### config.mk
export PLATFORM = sky130hd
export DESIGN_NAME = ddr2_cmd_decoder
export DESIGN_NICKNAME = d
export VERILOG_FILES = /design/src/common/ddr2_cmd_pkg.sv /design/src/common/stream_if.sv /design/src/logic/stream_fifo.sv /design/src/logic/ddr2_cmd_decoder.sv
export SDC_FILE = /design/constraint.sdc
export NUM_CORES = 1
export LEC_CHECK = 0
export ABC_AREA = 1
export BUFFER_PORTS_ARGS = -buffer_cell sky130_fd_sc_hd__buf_4
export CAP_MARGIN = 10
export CELL_PAD_IN_SITES_DETAIL_PLACEMENT = 0
export CELL_PAD_IN_SITES_GLOBAL_PLACEMENT = 1
export CORE_ASPECT_RATIO = 0.6
export CORE_UTILIZATION = 35
export CTS_CLUSTER_SIZE = 10
export DETAILED_ROUTE_END_ITERATION = 6
export GPL_ROUTABILITY_DRIVEN = 0
export PLACE_DENSITY_LB_ADDON = 0.2
export SYNTH_ARGS = -nofsm -noshare
export SYNTH_HDL_FRONTEND = slang
export SYNTH_HIERARCHICAL = 1
export SYNTH_SLANG_ARGS = --single-unit
### constraint.sdc
create_clock -name REF_CLK -period 10.9 [get_ports REF_CLK]
set_input_delay 0 -clock REF_CLK [delete_from_list [all_inputs] [get_ports REF_CLK]]
set_output_delay 0 -clock REF_CLK [all_outputs]
set_load 0.005 [all_outputs]
### src/common/ddr2_cmd_pkg.sv
// Shared constants and types for the command decoder and its bench.
// Assumes a 200 MHz REF_CLK to which the command pins are synchronous.
package ddr2_cmd_pkg;

  // ----------------------------------------------------------------
  // Geometry
  // ----------------------------------------------------------------
  localparam int ROW_W = 13;
  localparam int COL_W = 10;
  localparam int BANK_W = 2;
  localparam int NUM_BANKS = 4;
  localparam int NUM_MR = 4;
  localparam int AP_BIT = 10;
  localparam int BEAT_W = 4;

  // ----------------------------------------------------------------
  // Command encodings as {RAS_N, CAS_N, WE_N}
  // ----------------------------------------------------------------
  localparam logic [2:0] CMD_MRS = 3'h0;
  localparam logic [2:0] CMD_REF = 3'h1;
  localparam logic [2:0] CMD_PRE = 3'h2;
  localparam logic [2:0] CMD_ACT = 3'h3;
  localparam logic [2:0] CMD_WR = 3'h4;
  localparam logic [2:0] CMD_RD = 3'h5;
  localparam logic [2:0] CMD_NOP = 3'h7;

  // ----------------------------------------------------------------
  // Mode register fields
  // ----------------------------------------------------------------
  localparam int MR_BASE = 0;
  localparam int MR_EXT1 = 1;
  localparam int BL_LSB = 0;
  localparam int BL_MSB = 2;
  localparam logic [2:0] BL_CODE8 = 3'h3;
  localparam logic [BEAT_W-1:0] BEATS_BL4 = 4'h4;
  localparam logic [BEAT_W-1:0] BEATS_BL8 = 4'h8;
  localparam int AL_LSB = 3;
  localparam int AL_MSB = 5;
  localparam int AL_W = 3;
  localparam logic [AL_W-1:0] AL_MAX = 3'h5;
  localparam int RTT_LO_BIT = 2;
  localparam int RTT_HI_BIT = 6;

  // ----------------------------------------------------------------
  // Timing
  // ----------------------------------------------------------------
  localparam int CLK_PERIOD_NS = 5;
  localparam int TRP_NS = 15;
  localparam int PRE_CNT_W = 3;
  localparam logic [PRE_CNT_W-1:0] TRP_CYC = PRE_CNT_W'((TRP_NS + CLK_PERIOD_NS - 1) / CLK_PERIOD_NS);
  localparam int ODT_SYNC_LEN = 3;

  // ----------------------------------------------------------------
  // Types
  // ----------------------------------------------------------------
  typedef enum logic [1:0] {
    BANK_IDLE = 2'h0,
    BANK_ACTIVE = 2'h1,
    BANK_PRECHARGING = 2'h2
  } bank_state_t;

  typedef enum logic [1:0] {
    PWR_ACTIVE = 2'h0,
    PWR_DOWN = 2'h1,
    PWR_SELF_REFRESH = 2'h2
  } pwr_state_t;

  typedef struct packed {
    logic valid;
    logic write;
    logic ap;
    logic [BANK_W-1:0] bank;
    logic [COL_W-1:0] col;
  } col_cmd_t;

endpackage

### src/common/stream_if.sv
// Valid/ready stream carrying one word from a producer into a buffer and out again.
// Assumes both ends run on the same clock.
`timescale 1ns/10ps
interface stream_if #(parameter int WIDTH = 9);
  logic push_valid;
  logic push_ready;
  logic [WIDTH-1:0] push_data;
  logic pop_valid;
  logic pop_ready;
  logic [WIDTH-1:0] pop_data;

  modport buffer (input push_valid, input push_data, input pop_ready,
                  output push_ready, output pop_valid, output pop_data);
  modport user (output push_valid, output push_data, output pop_ready,
                input push_ready, input pop_valid, input pop_data);
endinterface

### src/logic/stream_fifo.sv
// Flip-flop FIFO with valid and ready on both sides.
// Assumes DEPTH is a power of two and one clock for both sides.
`timescale 1ns/10ps
module stream_fifo #(
  parameter int WIDTH = 9,
  parameter int DEPTH = 32
) (
  input wire logic clk,
  input wire logic rst,
  stream_if.buffer port
);
  localparam int PTR_W = $clog2(DEPTH);
  localparam int CNT_W = $clog2(DEPTH + 1);

  typedef struct packed {
    logic [DEPTH-1:0][WIDTH-1:0] mem;
    logic [PTR_W-1:0] wr_ptr;
    logic [PTR_W-1:0] rd_ptr;
    logic [CNT_W-1:0] count;
  } fifo_state_t;

  fifo_state_t state_reg;
  fifo_state_t state_next;
  logic push;
  logic pop;

  assign port.push_ready = state_reg.count != CNT_W'(DEPTH);
  assign port.pop_valid = state_reg.count != '0;
  assign port.pop_data = state_reg.mem[state_reg.rd_ptr];
  assign push = port.push_valid && port.push_ready;
  assign pop = port.pop_ready && port.pop_valid;

  always_comb begin
    state_next = state_reg;
    if (push) begin
      state_next.mem[state_reg.wr_ptr] = port.push_data;
      state_next.wr_ptr = state_reg.wr_ptr + 1'b1;
    end
    if (pop) begin
      state_next.rd_ptr = state_reg.rd_ptr + 1'b1;
    end
    if (push && !pop) begin
      state_next.count = state_reg.count + 1'b1;
    end else if (pop && !push) begin
      state_next.count = state_reg.count - 1'b1;
    end
  end

  always_ff @(posedge clk or posedge rst) begin
    if (rst) begin
      state_reg <= '0;
    end else begin
      state_reg <= state_next;
    end
  end
endmodule

### src/logic/ddr2_cmd_decoder.sv
// Command decoder of a four-bank DDR2 memory, with write-data buffer and array write port.
// Assumes the command pins, CKE and write data are synchronous to REF_CLK; ODT is not.
`timescale 1ns/10ps
module ddr2_cmd_decoder #(
  parameter int DQ_W = 8,
  parameter int FIFO_DEPTH = 32,
  parameter bit X16 = 1'b0
) (
  input wire logic REF_CLK,
  input wire logic RESET,
  input wire logic CKE,
  input wire logic CS_N,
  input wire logic RAS_N,
  input wire logic CAS_N,
  input wire logic WE_N,
  input wire logic [ddr2_cmd_pkg::BANK_W-1:0] BA,
  input wire logic [ddr2_cmd_pkg::ROW_W-1:0] ADDR,
  input wire logic ODT,
  input wire logic WDATA_VALID,
  input wire logic [DQ_W-1:0] WDATA,
  input wire logic [DQ_W/8-1:0] WDM,
  output logic WDATA_READY,
  input wire logic ARRAY_READY,
  output logic ARRAY_WR_EN,
  output logic [ddr2_cmd_pkg::BANK_W-1:0] ARRAY_WR_BANK,
  output logic [ddr2_cmd_pkg::ROW_W-1:0] ARRAY_WR_ROW,
  output logic [ddr2_cmd_pkg::COL_W-1:0] ARRAY_WR_COL,
  output logic [DQ_W-1:0] ARRAY_WR_DATA,
  output logic [DQ_W/8-1:0] ARRAY_WR_BYTE_EN,
  output logic RD_START,
  output logic [ddr2_cmd_pkg::BANK_W-1:0] RD_BANK,
  output logic [ddr2_cmd_pkg::ROW_W-1:0] RD_ROW,
  output logic [ddr2_cmd_pkg::COL_W-1:0] RD_COL,
  output logic REFRESH_PULSE,
  output logic [ddr2_cmd_pkg::ROW_W-1:0] REFRESH_ROW,
  output logic [ddr2_cmd_pkg::NUM_BANKS-1:0] BANK_OPEN,
  output logic [ddr2_cmd_pkg::NUM_MR*ddr2_cmd_pkg::ROW_W-1:0] MODE_REGS,
  output logic SELF_REFRESH,
  output logic POWER_DOWN,
  output logic DLL_ENABLED,
  output logic TERM_ON
);
  localparam int DM_W = DQ_W / 8;
  localparam int WORD_W = DQ_W + DM_W;

  // ----------------------------------------------------------------
  // State
  // ----------------------------------------------------------------
  typedef struct packed {
    logic cke_prev;
    logic [ddr2_cmd_pkg::ODT_SYNC_LEN-1:0] odt_s;
    logic odt_level;
    ddr2_cmd_pkg::pwr_state_t pwr;
    logic dll_off;
    logic term_on;
    ddr2_cmd_pkg::bank_state_t [ddr2_cmd_pkg::NUM_BANKS-1:0] bank;
    logic [ddr2_cmd_pkg::NUM_BANKS-1:0][ddr2_cmd_pkg::PRE_CNT_W-1:0] pre_cnt;
    logic [ddr2_cmd_pkg::NUM_BANKS-1:0][ddr2_cmd_pkg::ROW_W-1:0] row;
    logic [ddr2_cmd_pkg::NUM_MR-1:0][ddr2_cmd_pkg::ROW_W-1:0] mr;
    ddr2_cmd_pkg::col_cmd_t [ddr2_cmd_pkg::AL_MAX-1:0] pipe;
    logic [ddr2_cmd_pkg::BEAT_W-1:0] wr_left;
    logic [ddr2_cmd_pkg::BANK_W-1:0] wr_bank;
    logic [ddr2_cmd_pkg::ROW_W-1:0] wr_row;
    logic [ddr2_cmd_pkg::COL_W-1:0] wr_col;
    logic wr_ap;
    logic [ddr2_cmd_pkg::BEAT_W-1:0] ap_cnt;
    logic [ddr2_cmd_pkg::BANK_W-1:0] ap_bank;
    logic [ddr2_cmd_pkg::ROW_W-1:0] ref_cnt;
    logic rd_start;
    logic [ddr2_cmd_pkg::BANK_W-1:0] rd_bank;
    logic [ddr2_cmd_pkg::ROW_W-1:0] rd_row;
    logic [ddr2_cmd_pkg::COL_W-1:0] rd_col;
    logic ref_pulse;
    logic [ddr2_cmd_pkg::ROW_W-1:0] ref_row;
    logic arr_en;
    logic [ddr2_cmd_pkg::BANK_W-1:0] arr_bank;
    logic [ddr2_cmd_pkg::ROW_W-1:0] arr_row;
    logic [ddr2_cmd_pkg::COL_W-1:0] arr_col;
    logic [DQ_W-1:0] arr_data;
    logic [DM_W-1:0] arr_be;
  } state_t;

  state_t state_reg;
  state_t state_next;
  logic [2:0] cmd;
  logic cmd_live;
  logic [ddr2_cmd_pkg::AL_W-1:0] al_cur;
  logic drain;
  logic [DM_W-1:0] pop_dm;
  logic [DQ_W-1:0] pop_dq;

  stream_if #(.WIDTH(WORD_W)) wq ();

  // ----------------------------------------------------------------
  // Helpers
  // ----------------------------------------------------------------
  function automatic logic [ddr2_cmd_pkg::COL_W-1:0] col_of(input logic [ddr2_cmd_pkg::ROW_W-1:0] a);
    logic [ddr2_cmd_pkg::COL_W-1:0] c;
    c = a[ddr2_cmd_pkg::COL_W-1:0];
    if (X16) begin
      c[ddr2_cmd_pkg::COL_W-1] = 1'b0;
    end
    return c;
  endfunction

  function automatic logic [ddr2_cmd_pkg::BEAT_W-1:0] beats_of(input logic [ddr2_cmd_pkg::ROW_W-1:0] m);
    if (m[ddr2_cmd_pkg::BL_MSB:ddr2_cmd_pkg::BL_LSB] == ddr2_cmd_pkg::BL_CODE8) begin
      return ddr2_cmd_pkg::BEATS_BL8;
    end
    return ddr2_cmd_pkg::BEATS_BL4;
  endfunction

  // ----------------------------------------------------------------
  // Write data buffer
  // ----------------------------------------------------------------
  // Back-pressure: beats only leave the buffer while a write burst is due and the array accepts.
  assign wq.push_valid = WDATA_VALID;
  assign wq.push_data = {WDM, WDATA};
  assign WDATA_READY = wq.push_ready;
  assign drain = (state_reg.wr_left != '0) && ARRAY_READY;
  assign wq.pop_ready = drain;
  assign pop_dm = wq.pop_data[WORD_W-1:DQ_W];
  assign pop_dq = wq.pop_data[DQ_W-1:0];

  stream_fifo #(.WIDTH(WORD_W), .DEPTH(FIFO_DEPTH)) wbuf (
    .clk(REF_CLK),
    .rst(RESET),
    .port(wq.buffer)
  );

  // ----------------------------------------------------------------
  // Command decode
  // ----------------------------------------------------------------
  assign cmd = {RAS_N, CAS_N, WE_N};
  assign cmd_live = state_reg.cke_prev && CKE && !CS_N;
  // Reserved latency codes are clamped so the pipeline index never runs past its end.
  assign al_cur = (state_reg.mr[ddr2_cmd_pkg::MR_EXT1][ddr2_cmd_pkg::AL_MSB:ddr2_cmd_pkg::AL_LSB]
                   > ddr2_cmd_pkg::AL_MAX) ? ddr2_cmd_pkg::AL_MAX
                  : state_reg.mr[ddr2_cmd_pkg::MR_EXT1][ddr2_cmd_pkg::AL_MSB:ddr2_cmd_pkg::AL_LSB];

  always_comb begin
    ddr2_cmd_pkg::col_cmd_t inc;
    ddr2_cmd_pkg::col_cmd_t ex;
    logic [ddr2_cmd_pkg::NUM_BANKS-1:0] pre_req;
    state_next = state_reg;
    inc = '0;
    ex = '0;
    pre_req = '0;
    state_next.rd_start = 1'b0;
    state_next.ref_pulse = 1'b0;
    state_next.arr_en = 1'b0;
    state_next.cke_prev = CKE;

    // Termination pin: a change counts once the second and third stages agree.
    state_next.odt_s = {state_reg.odt_s[ddr2_cmd_pkg::ODT_SYNC_LEN-2:0], ODT};
    if (state_reg.odt_s[1] == state_reg.odt_s[2]) begin
      state_next.odt_level = state_reg.odt_s[2];
    end

    // Precharge timers keep running whatever the command pins show.
    for (int b = 0; b < ddr2_cmd_pkg::NUM_BANKS; b++) begin
      if (state_reg.bank[b] == ddr2_cmd_pkg::BANK_PRECHARGING) begin
        if (state_reg.pre_cnt[b] <= 3'h1) begin
          state_next.bank[b] = ddr2_cmd_pkg::BANK_IDLE;
          state_next.pre_cnt[b] = '0;
        end else begin
          state_next.pre_cnt[b] = state_reg.pre_cnt[b] - 1'b1;
        end
      end
    end

    // Power state from clock enable edges.
    if (state_reg.cke_prev && !CKE) begin
      if (!CS_N && cmd == ddr2_cmd_pkg::CMD_REF) begin
        state_next.pwr = ddr2_cmd_pkg::PWR_SELF_REFRESH;
        state_next.dll_off = 1'b1;
      end else begin
        state_next.pwr = ddr2_cmd_pkg::PWR_DOWN;
      end
    end else if (!state_reg.cke_prev && CKE) begin
      state_next.pwr = ddr2_cmd_pkg::PWR_ACTIVE;
      state_next.dll_off = 1'b0;
    end

    if (cmd_live) begin
      unique case (cmd)
        ddr2_cmd_pkg::CMD_MRS: begin
          state_next.mr[BA] = ADDR;
        end
        ddr2_cmd_pkg::CMD_ACT: begin
          state_next.bank[BA] = ddr2_cmd_pkg::BANK_ACTIVE;
          state_next.row[BA] = ADDR;
        end
        ddr2_cmd_pkg::CMD_PRE: begin
          if (ADDR[ddr2_cmd_pkg::AP_BIT]) begin
            pre_req = '1;
          end else begin
            pre_req[BA] = 1'b1;
          end
        end
        ddr2_cmd_pkg::CMD_RD, ddr2_cmd_pkg::CMD_WR: begin
          inc.valid = 1'b1;
          inc.write = (cmd == ddr2_cmd_pkg::CMD_WR);
          inc.ap = ADDR[ddr2_cmd_pkg::AP_BIT];
          inc.bank = BA;
          inc.col = col_of(ADDR);
        end
        ddr2_cmd_pkg::CMD_REF: begin
          state_next.ref_pulse = 1'b1;
          state_next.ref_row = state_reg.ref_cnt;
          state_next.ref_cnt = state_reg.ref_cnt + 1'b1;
        end
        ddr2_cmd_pkg::CMD_NOP: begin
          state_next.ref_pulse = 1'b0;
        end
        default: begin
          state_next.ref_pulse = 1'b0;
        end
      endcase
    end

    // Additive latency pipeline: slot 0 reaches the core this cycle.
    for (int i = 0; i < ddr2_cmd_pkg::AL_MAX - 1; i++) begin
      state_next.pipe[i] = state_reg.pipe[i+1];
    end
    state_next.pipe[ddr2_cmd_pkg::AL_MAX-1] = '0;
    if (al_cur == '0) begin
      ex = inc;
    end else begin
      ex = state_reg.pipe[0];
      if (inc.valid) begin
        state_next.pipe[al_cur - 1'b1] = inc;
      end
    end

    if (ex.valid && ex.write) begin
      state_next.wr_left = beats_of(state_reg.mr[ddr2_cmd_pkg::MR_BASE]);
      state_next.wr_bank = ex.bank;
      state_next.wr_row = state_reg.row[ex.bank];
      state_next.wr_col = ex.col;
      state_next.wr_ap = ex.ap;
    end else if (ex.valid) begin
      state_next.rd_start = 1'b1;
      state_next.rd_bank = ex.bank;
      state_next.rd_row = state_reg.row[ex.bank];
      state_next.rd_col = ex.col;
      if (ex.ap) begin
        state_next.ap_cnt = beats_of(state_reg.mr[ddr2_cmd_pkg::MR_BASE]) >> 1;
        state_next.ap_bank = ex.bank;
      end
    end

    // Read auto precharge fires when the burst's clock count runs out.
    if (state_reg.ap_cnt != '0) begin
      state_next.ap_cnt = state_reg.ap_cnt - 1'b1;
      if (state_reg.ap_cnt == 4'h1) begin
        pre_req[state_reg.ap_bank] = 1'b1;
      end
    end

    if (drain) begin
      state_next.arr_en = 1'b1;
      state_next.arr_bank = state_reg.wr_bank;
      state_next.arr_row = state_reg.wr_row;
      state_next.arr_col = state_reg.wr_col;
      state_next.arr_data = pop_dq;
      state_next.arr_be = ~pop_dm;
      state_next.wr_col = state_reg.wr_col + 1'b1;
      state_next.wr_left = state_reg.wr_left - 1'b1;
      if (state_reg.wr_left == 4'h1 && state_reg.wr_ap) begin
        pre_req[state_reg.wr_bank] = 1'b1;
      end
    end

    // An idle bank takes the precharge and stays idle; a precharging one restarts its count unless that count runs out this cycle.
    for (int b = 0; b < ddr2_cmd_pkg::NUM_BANKS; b++) begin
      if (pre_req[b] && state_next.bank[b] != ddr2_cmd_pkg::BANK_IDLE) begin
        state_next.bank[b] = ddr2_cmd_pkg::BANK_PRECHARGING;
        state_next.pre_cnt[b] = ddr2_cmd_pkg::TRP_CYC;
      end
    end

    state_next.term_on = state_next.odt_level
      && (state_next.mr[ddr2_cmd_pkg::MR_EXT1][ddr2_cmd_pkg::RTT_LO_BIT]
          || state_next.mr[ddr2_cmd_pkg::MR_EXT1][ddr2_cmd_pkg::RTT_HI_BIT])
      && state_next.pwr != ddr2_cmd_pkg::PWR_SELF_REFRESH;
  end

  always_ff @(posedge REF_CLK or posedge RESET) begin
    if (RESET) begin
      state_reg <= '0;
    end else begin
      state_reg <= state_next;
    end
  end

  // ----------------------------------------------------------------
  // Outputs
  // ----------------------------------------------------------------
  assign ARRAY_WR_EN = state_reg.arr_en;
  assign ARRAY_WR_BANK = state_reg.arr_bank;
  assign ARRAY_WR_ROW = state_reg.arr_row;
  assign ARRAY_WR_COL = state_reg.arr_col;
  assign ARRAY_WR_DATA = state_reg.arr_data;
  assign ARRAY_WR_BYTE_EN = state_reg.arr_be;
  assign RD_START = state_reg.rd_start;
  assign RD_BANK = state_reg.rd_bank;
  assign RD_ROW = state_reg.rd_row;
  assign RD_COL = state_reg.rd_col;
  assign REFRESH_PULSE = state_reg.ref_pulse;
  assign REFRESH_ROW = state_reg.ref_row;
  assign MODE_REGS = state_reg.mr;
  assign SELF_REFRESH = state_reg.pwr == ddr2_cmd_pkg::PWR_SELF_REFRESH;
  assign POWER_DOWN = state_reg.pwr == ddr2_cmd_pkg::PWR_DOWN;
  assign DLL_ENABLED = !state_reg.dll_off;
  assign TERM_ON = state_reg.term_on;

  for (genvar g = 0; g < ddr2_cmd_pkg::NUM_BANKS; g++) begin : g_open
    assign BANK_OPEN[g] = state_reg.bank[g] == ddr2_cmd_pkg::BANK_ACTIVE;
  end
endmodule

==> results of run 1 <==
[cell usage in the layout, fill, tap and decap left out, drive strengths merged]
cell type | Yosys | routed
or2 | 6 | 6
dfrtp | 636 | 636
o211ai | 10 | 10
nand2 | 1220 | 1220
and2 | 1 | 1
nor4 | 1 | 1
fa | 1 | 1
nor3 | 11 | 11
o21bai | 2 | 2
xnor2 | 2 | 2
nor3b | 2 | 2
a21boi | 3 | 3
clkinv | 5 | 9
nand4 | 12 | 12
a22oi | 2 | 2
a31oi | 1 | 1
buf | 212 | 193
inv | 286 | 290
o21a | 1 | 1
dlygate4sd3 | 0 | 33
o21ai | 514 | 514
a21oi | 36 | 36
maj3 | 1 | 1
ha | 27 | 27
nand3 | 370 | 370
nor2 | 143 | 143
xor2 | 23 | 23
clkbuf | 105 | 84
[path summary, 6_finish.rpt]
path,start,endpoint,slack (ns),depth (start not counted)
worst max-delay path,MODE_REGS[17],RD_ROW[3],7.44,9
worst min-delay path,WDATA[4],wbuf/state_reg[299],0.03,4
worst max register to register,MODE_REGS[17],RD_ROW[3],7.44,9
worst min register to register,state_next[329],state_next[330],0.35,0
max in group asynchronous,RESET,state_reg[85],8.38,5
min in group asynchronous,RESET,wbuf/state_reg[3],0.15,3
[metal layers]
layer,share of wire [%],GRT usage (%),up-vias
met3,4.5,3.41,110
met2,37,25.5,440
met4,1.8,4.55,0
met1,57,34.2,11100
li1,-,-,11400
met5,0,0,-
[cells in the mapped netlist (4+ instances only)]
| cell type | count | share of area [%] |
|---|---|---|
| nand2_1 | 1193 | 14 |
| dfrtp_1 | 636 | 51 |
| nand3_1 | 331 | 5.3 |
| o21ai_0 | 292 | 4.7 |
| inv_1 | 274 | 3.3 |
| o21ai_2 | 187 | 5.3 |
| buf_4 | 137 | 3.3 |
| nor2_1 | 137 | 1.7 |
| clkbuf_1 | 101 | 1.2 |
| a21oi_1 | 36 | 0.58 |
| o21ai_1 | 34 | 0.55 |
| buf_2 | 31 | 0.50 |
| nand3_4 | 28 | 1.6 |
| ha_1 | 27 | 1.1 |
| nand2_2 | 25 | 0.50 |
| buf_12 | 24 | 1.5 |
| xor2_1 | 23 | 0.65 |
| buf_6 | 12 | 0.43 |
| nand4_1 | 12 | 0.24 |
| inv_2 | 11 | 0.13 |
| nand3_2 | 11 | 0.35 |
| nor3_1 | 10 | 0.16 |
| o211ai_1 | 10 | 0.24 |
| buf_1 | 8 | 0.096 |
| or2_2 | 6 | 0.12 |
| clkbuf_2 | 4 | 0.064 |
| clkinv_1 | 4 | 0.048 |
| nor2_4 | 4 | 0.14 |
[where the power goes]
part / switching, mW / total [mW] / internal [mW]
logic: 1.67 / 2.56 / 0.890
registers: 0.414 / 3.35 / 2.93
clock network: 1.00 / 2.24 / 1.24
[area by class of cell]
cell class,count,area share [%]
sequential,636,46.5
multi-input combinational,2389,34.8
clock buffer,84,5.58
timing repair buffer,226,5.20
tap,1161,4.25
inverter,291,3.25
clock inverter,8,0.366
[what timing repair did]
item                      CTS  global route
gates resized for setup     0             0
buffers inserted            0             0
hold buffers               33             0
hold endpoints to repair  408             0
[cell families after synthesis]
kind of cell / after synthesis / share of synthesized area (%)
DFF: 636 / 51.1
AOI/OAI and AO/OA: 569 / 11.6
xor gates and xnor gates: 25 / 0.703
adders and majority gates: 29 / 1.18
buffers and inverters: 608 / 10.7
and+or+nand+nor: 1766 / 24.7
[worst max-delay path, stage by stage, from the launching register on]
cell and delay (ns):
dfrtp_1 0.42, nor2_1 0.29, ha_1 0.39, inv_1 0.17, nand2_1 0.86, nand2_2 0.68, nand2_1 0.20, nand3_1 0.11
nand3_1 0.14, nand2_1 0.05
==> run metrics, run 1 <==
Initial DRT Pass Iterations=5; average vias per placed instance=4.82; ant diodes=0; vias in the first global route=21900; pin count of the biggest net entering global routing=126; pins over their slew limit=0; critical path launch point type=flip-flop; WL final=90600 microns; Slew @ Worst Pin=between 1 and 1.5 ns; total cell area at the placement stage=31800 sq um; number of setup violations in the final report=0; data arrival time at the worst-slack endpoint=between 3 and 4 ns; height of the die=233 microns; post-detailed-route count of antenna-violating nets=0; first-pass GRT wire length=between 100000 and 150000 microns; clock transition time at the flip-flop clock pins of the worst setup and hold paths=roughly 0.060 ns; Worst setup EP type=flip-flop; minimum period implied by the final worst setup slack=3.46 ns; setup_tns=0 ns; max-cap viol count=0; clock tree root buffer cell=clkbuf_16; global route total overflow=0; clock latency on the worst-skew pair=0.66 ns; critical path fanouts, max=27; worst-case setup margin in the final layout=about 7.4 ns; data required time at the worst endpoint=approximately 11 ns; commonest register cell after synthesis=dfrtp_1; initial standard-cell utilization of the core=35.4%; overall power consumption=between 8 and 9 mW; total half-perimeter wirelength after legalization and detailed placement=57400 microns; distinct cell type count of the synthesized netlist=48; smallest hold slack=0.0252 ns; Cells after Synth=roughly 3600; Num Clock Sinks=636; average size of a mapped cell=8.57 sq um; Yosys warnings=6; Leak Pwr=approximately 17 nW; Min-Delay Path Class=primary input to flip-flop; initial antenna violation count=2; final instance count without filler cells=approximately 4800; CTS tree=done; largest buffer count on any clock path=3; area overhead of the layout relative to synthesis=9.85%; fill cell instance count of the final layout=9143; I/O pin total=170; max reg flops=between 300 and 400; area of the core=87900 sq um; portion of the post-synthesis area used by sequential elements=51.1%; post-route DRC violation count=0; die width=387 microns; Setup CP Type=flip-flop to flip-flop; wire length per cell after detailed routing=approximately 19 microns; outcome=completed; post-route fraction of the period consumed by the critical path=31.8%; Seq cells post-synth=636; post-route cell area=34200 sq um; Placement Rows=84; CTS buffer count=74; Cell Area, Synth=31100 sq um; 1st-iter DRT viols=1818; worst-case vdd ir drop=0.000122 V; Sequential Area=15900 sq um; floorplan die area=approximately 90000 sq um; Hold Vio Cnt, Final=0; total via count after detailed routing=23100; worst slack at placement=7.58 ns; skew final=0.0282 ns; placed instance count=4670; NumNets Final=approximately 3700; global routing usage summed across all routing layers=20.2%; worst relative slew slack=23.5%; utilization of the core after routing=38.9%; EDFF count, synth=0; area used by multi-input combinational logic=11900 sq um; ratio of cells with drive above 1 in the final layout=15.7%; RSZ-0062 raised after global routing=no; maximum achievable frequency=roughly 0.29 GHz; power density normalized to cell area=238 nW/um^2; Buffers on Ports=169; post-synth net total=3695; number of H-tree levels=3; FFs w/ async S/R, synth=100%
Note: power is estimated with default switching activity, not from simulation.
==> inputs of run 2 (changes only) <==
- ABC_AREA: 1 -> 0
- clock period: 10.9 -> 3.4 ns (I/O delays scaled with it)
==> run 2 against run 1 <==
- register-to-register slack got worse by 7.1 ns
- highest routed layer unchanged
- sequential share of layout area grew 1.5 points
- total power grew to 3.1 times the previous value
- worst hold slack better by 0.036 ns
==> run metrics, run 2 <==
outcome=completed; commonest non-fill, non-tap cells in the layout=634 x dfrtp_1, 464 x mux2_2, 210 x buf_4, 180 x nand2_1, 90 x mux2i_1; Post-CTS Hold Fix Bufs=34; clock latency on the worst-skew pair=0.62 ns; largest buffer count on any clock path=3; 1st-iter DRT viols=1154; height of the die=225 microns; worst flop-to-flop path endpoint=wbuf/state_reg[4]; data required time at the worst endpoint=a little under 4 ns; Min-Delay Path Class=primary input to asynchronous set/reset pin; maximum achievable frequency=0.323 GHz; utilization of the core after routing=40.5%; Yosys warnings=6; NumNets Final=around 2400; global route total overflow=0; most common cell after layout, fill and taps aside=dfrtp_1; first-pass GRT wire length=around 120000 microns; average vias per placed instance=5.15; worst slack at placement=approximately 0.34 ns; area of the core=81900 sq um; smallest hold slack=roughly 0.061 ns; post-route fraction of the period consumed by the critical path=91.1%; post-route DRC violation count=0; Post-CTS Resized=0; Slew @ Worst Pin=1.19 ns; initial standard-cell utilization of the core=about 36%; die width=374 microns; initial antenna violation count=1; vias in the first global route=between 15000 and 20000; ratio of cells with drive above 1 in the final layout=a little under two fifths; overall power consumption=between 20 and 30 mW; Leak Pwr=15.7 nW; post-route cell area=33100 sq um; Setup Fix Bufs, Post-CTS=0; placed instance count=3264; number of H-tree levels=3; critical path launch point type=flip-flop; average size of a mapped cell=13.1 sq um; minimum period implied by the final worst setup slack=between 3 and 4 ns; total cell area at the placement stage=30800 sq um; power density normalized to cell area=around 760 nW/um^2; Buffers on Ports=169; worst-case setup margin in the final layout=around 0.30 ns; I/O pin total=170; setup_tns=0 ns; Placement Rows=approximately 80; Worst setup EP type=flip-flop; wire length per cell after detailed routing=22.4 microns; pins over their slew limit=0; clock tree root buffer cell=clkbuf_16; post-detailed-route count of antenna-violating nets=0; data arrival time at the worst-slack endpoint=~3.6 ns; worst relative slew slack=about a fifth; Num Clock Sinks=636; max-cap viol count=0; RSZ-0062 raised after global routing=no; number of setup violations in the final report=0; total half-perimeter wirelength after legalization and detailed placement=51000 microns; global routing usage summed across all routing layers=roughly 18%; Initial DRT Pass Iterations=5; floorplan die area=84400 sq um; clock transition time at the flip-flop clock pins of the worst setup and hold paths=roughly 0.06 ns; CTS buffer count=74; max reg flops=between 300 and 400; Setup CP Type=flip-flop to flip-flop; critical path fanouts, max=6; start of the worst register-to-register path=wbuf/state_reg[0]; Hold Vio Cnt, Final=0; Cell Area, Synth=29100 sq um; post-synth net total=2278; R2R depth=10; Cells after Synth=between 2000 and 2500; WL final=between 70000 and 80000 microns; pin count of the biggest net entering global routing=115; total via count after detailed routing=17500; reg-to-reg slack, setup=approximately 0.3 ns; final instance count without filler cells=approximately 3400; skew final=0.0222 ns; area overhead of the layout relative to synthesis=13.7%; worst-case vdd ir drop=~0.00037 V; CTS tree=done
[run 2: cell types whose count changed in the layout (fill, tap and decap cells not counted), sizes merged, moves of 17 or more]
cell,previous run,this run
mux2i,0,90
a211oi,0,22
buf,193,220
mux2,0,472
nand3,370,27
xnor2,2,19
xor2,23,4
nand2,1220,181
mux4,0,54
o21ai,514,33
inv,290,54
nor2b,0,25
nor2,143,72
[run 2: layout make-up]
cell class | instances | area [sq um]
fillers | 7645 | 48800
diodes | 1 | 2.50
flip-flops and latches | 636 | 15900
clock buffers | 83 | 1920
well taps | 1079 | 1350
repair buffers | 254 | 2110
inverters | 53 | 206
clock inverters | 7 | 76.3
multi-input cells | 1277 | 11600
[run 2: worst max-delay path by stage]
stage / start / cells after the start / end / slack (ns)
floorplan: RESET / 1 / ARRAY_WR_BANK[0] / -1.03
global placement: wbuf/state_reg[0] / 10 / wbuf/state_reg[5] / 0.34
detailed placement: wbuf/state_reg[0] / 10 / wbuf/state_reg[4] / 0.34
CTS: wbuf/state_reg[0] / 10 / wbuf/state_reg[4] / 0.31
global route: wbuf/state_reg[0] / 10 / wbuf/state_reg[4] / 0.02
finish: wbuf/state_reg[0] / 10 / wbuf/state_reg[4] / 0.30
[run 2: routing by layer]
| layer | routed length (microns) | part of all wire (%) | track usage, % | up-vias |
|---|---|---|---|---|
| li1 | - | - | - | 7859 |
| met3 | 3680 | 4.8 | 3.96 | 100 |
| met4 | 1370 | 1.8 | 4.28 | 0 |
| met5 | 0 | 0 | 0 | - |
| met2 | 30400 | 40 | 24.4 | 310 |
| met1 | 40700 | 53 | 29.1 | 9181 |
[run 2: worst max-delay path: stages (launching register included)]
cell and delay [ns]:
dfrtp_1 0.42, or4_1 0.61, buf_4 0.21, o31a_1 0.31
ha_1 0.29, inv_1 0.19, ha_1 0.28, nor2b_1 0.14
o21ai_0 0.19, a21boi_0 0.12, o31ai_1 0.24
[run 2: report_power, final]
group	internal (mW)	total, mW	switching [mW]	leakage (nW)
combinational	3.66	7.09	3.43	6.28
sequential	9.54	11.0	1.47	8.41
clock	3.96	7.01	3.04	0.976
==> inputs of run 3 (changes only) <==
- SYNTH_HIERARCHICAL: 1 -> unset
==> run 3 against run 2 <==
- clock skew grew 0.0030 ns
- cell count shrank 0.21%
- synthesized cell count is essentially flat
- setup slack lost 0.14 ns
- combinational power grew 2%
- routed wire length grew 1.9%
- die area shrank 0.52%
- global-route usage grew 0.51 points
- highest routed layer unchanged
- via count grew 0.53%
- total power is essentially flat
- critical endpoint is now wbuf.state_reg[5]
- critical path type unchanged
- non-clock buffer count grew 1
- sequential share of layout area grew 0.22 points
==> run metrics, run 3 <==
portion of the post-synthesis area used by sequential elements=a little over half; maximum achievable frequency=0.309 GHz; Cell Area, Synth=29000 sq um; Setup Fix Bufs, Post-CTS=0; vias in the first global route=18200; utilization of the core after routing=40.4%; Placement Rows=81; first-pass GRT wire length=118000 microns; post-route DRC violation count=0; critical-path cell with the highest stage delay=or4_4; WL final=77600 microns; combinational fraction of design power=28.8%; power density normalized to cell area=760 nW/um^2; distinct cell type count of the synthesized netlist=77; initial antenna violation count=3; Buffers on Ports=about 170; skew final=roughly 0.025 ns; wire length per cell after detailed routing=22.9 microns; clock transition time at the flip-flop clock pins of the worst setup and hold paths=0.05 ns; post-route fraction of the period consumed by the critical path=around 95%; switching power=7.79 mW; minimum period implied by the final worst setup slack=3.23 ns; 1st-iter DRT viols=~1100; total half-perimeter wirelength after legalization and detailed placement=52300 microns; number of setup violations in the final report=0; clock tree root buffer cell=clkbuf_16; outcome=completed; floorplan die area=84000 sq um; sequential cell fraction of total power=between 40% and 50%; number of H-tree levels=3; FFs w/ async S/R, synth=100%; Worst setup EP type=flip-flop; pin count of the biggest net entering global routing=105; cell class contributing the biggest share of worst-path delay=compound AO/OA/AOI/OAI gates; area share of the largest cell type after synthesis=54.9%; clock latency on the worst-skew pair=0.64 ns; routed wl met2=30300 microns; Seq cells post-synth=~640; Setup CP Type=flip-flop to flip-flop; Worst path most repeated cell=ha_1; pins over their slew limit=0; max reg flops=304; data required time at the worst endpoint=3.96 ns; CTS buffer count=73; commonest non-fill, non-tap cells in the layout=634 x dfrtp_1, 448 x mux2_2, 225 x nand2_1, 209 x buf_4, 76 x clkbuf_16; post-detailed-route count of antenna-violating nets=0; cell breakdown of the critical path=or4_4 > o31a_1 > ha_1 > inv_1 > ha_1 > a21oi_1 > o21ai_0 > mux2i_1 > a2111oi_1 > xnor2_1; critical path launch point type=flip-flop; most frequent cell after synthesis=dfrtp_1; Cells after Synth=2214; height of the die=225 microns; die width=approximately 370 microns; average vias per placed instance=5.19; area overhead of the layout relative to synthesis=13.8%; commonest register cell after synthesis=dfrtp_1; overall power consumption=approximately 25 mW; fraction of power spent switching nets=31.1%; synth cell count leaders=636 x dfrtp_1, 448 x mux2_2, 225 x nand2_1; ant diodes=0; Num Clock Sinks=636; average size of a mapped cell=13.1 sq um; Min-Delay Path Class=primary input to asynchronous set/reset pin; WL met3=4640 microns; Top Layer Used=met4; largest buffer count on any clock path=3; most common cell after layout, fill and taps aside=dfrtp_1; NumNets Final=2356; ratio of cells with drive above 1 in the final layout=38.7%; Hold Vio Cnt, Final=0; final instance count without filler cells=3383; total via count after detailed routing=17500; cell-internal power=17.3 mW; stage delay of the slowest cell on the critical path=about 0.57 ns; Initial DRT Pass Iterations=5; global route total overflow=0; initial standard-cell utilization of the core=35.5%; critical path fanouts, max=5; proportion of power drawn by the clock network=between 20% and 30%; detailed-routing wirelength on met1=41200 microns; EDFF count, synth=0; CTS tree=done; Area contributors post-synth=dfrtp_1 55%, mux2_2 17%, mux4_2 4.9%; library cell with the largest summed area after synthesis=dfrtp_1; global routing usage summed across all routing layers=18.7%; Yosys warnings=0; area of the core=just over 80000 sq um; fill cell instance count of the final layout=7563; worst relative slew slack=roughly 25%; I/O pin total=170; data arrival time at the worst-slack endpoint=3.79 ns; placed instance count=3264; max-cap viol count=0; RSZ-0062 raised after global routing=no; Leak Pwr=15.4 nW; worst-case vdd ir drop=0.000434 V; post-synth net total=2274; Slew @ Worst Pin=~1.1 ns; Bufs and invs on worst path=1
-- run 3: what timing repair did --
item / CTS / global route
hold buffers: 36 / 0
hold endpoints to repair: 731 / 0
gates resized for setup: 0 / 1
endpoints found under the setup margin: 0 / 1
-- run 3: per-stage QoR --
stage / hold slack, ns / setup TNS [ns] / worst slack (ns) / area [sq um]
global route: 0.0377 / 0 / 0.00438 / 33000
floorplan: 0.0314 / -3362.39 / -5.29 / 29000
detailed placement: 0.112 / 0 / 0.155 / 30700
global placement: 0.111 / 0 / 0.221 / 30700
finish: 0.0225 / 0 / 0.165 / 33000
CTS: 0.00381 / 0 / 0.139 / 33000
-- run 3: worst reg2reg max path, stage by stage (launching register included) --
cell       delay, ns
dfrtp_1         0.42
or4_4           0.57
o31a_1          0.27
ha_1            0.23
inv_1           0.18
ha_1            0.27
a21oi_1         0.22
o21ai_0         0.20
mux2i_1         0.16
a2111oi_1       0.47
xnor2_1         0.17
-- run 3: kinds of logic (layout without fill, tap and decap cells) --
| family | after synthesis | count (layout) | share of synthesized area, % |
|---|---|---|---|
| xor gates and xnor gates | 24 | 24 | 0.725 |
| adders and majority gates | 27 | 27 | 1.18 |
| buffers and inverters | 285 | 375 | 5.50 |
| AOI/OAI and AO/OA | 183 | 183 | 4.37 |
| and+or+nand+nor | 467 | 467 | 7.89 |
| DFF | 636 | 636 | 54.9 |
| muxes | 592 | 592 | 25.4 |
-- run 3: final timing paths --
check / cells after the start / slack, ns / endpoint / start
min: 3 / 0.02 / wbuf.state_reg[47] / RESET
min in group REF_CLK: 2 / 0.09 / state_reg[331] / CKE
max in group asynchronous: 5 / 2.31 / MODE_REGS[8] / RESET
max: 10 / 0.17 / wbuf.state_reg[5] / wbuf.state_reg[1]
max reg2reg: 10 / 0.17 / wbuf.state_reg[5] / wbuf.state_reg[1]
min reg2reg: 0 / 0.36 / state_next[330] / state_next[329]
-- run 3: layout make-up --
class	count	area (sq um)	area share, %
Inverter	37	143	0.432
Clock buffer	81	1930	5.85
Sequential cell	636	15900	48.3
Multi-Input combinational cell	1293	11500	34.8
Timing Repair Buffer	255	2130	6.46
Clock inverter	2	25.0	0.0759
Tap cell	1079	1350	4.09
-- run 3: power groups by stage --
| stage | registers (mW) | logic [mW] | clock network [mW] |
|---|---|---|---|
| after CTS | 10.9 | 7.28 | 7.20 |
| after global routing | 11.2 | 7.85 | 7.50 |
| after global placement | 10.9 | 7.08 | 0 |
| after detailed placement | 11.0 | 7.23 | 0 |
| final | 10.9 | 7.23 | 6.94 |
| after floorplan | 10.4 | 5.49 | 0 |
-- run 3: routing by layer --
metal	up-vias	track usage [%]
li1	7838	-
met1	9253	30.4
met2	357	24.0
met3	95	4.78
met4	0	4.35
met5	-	0
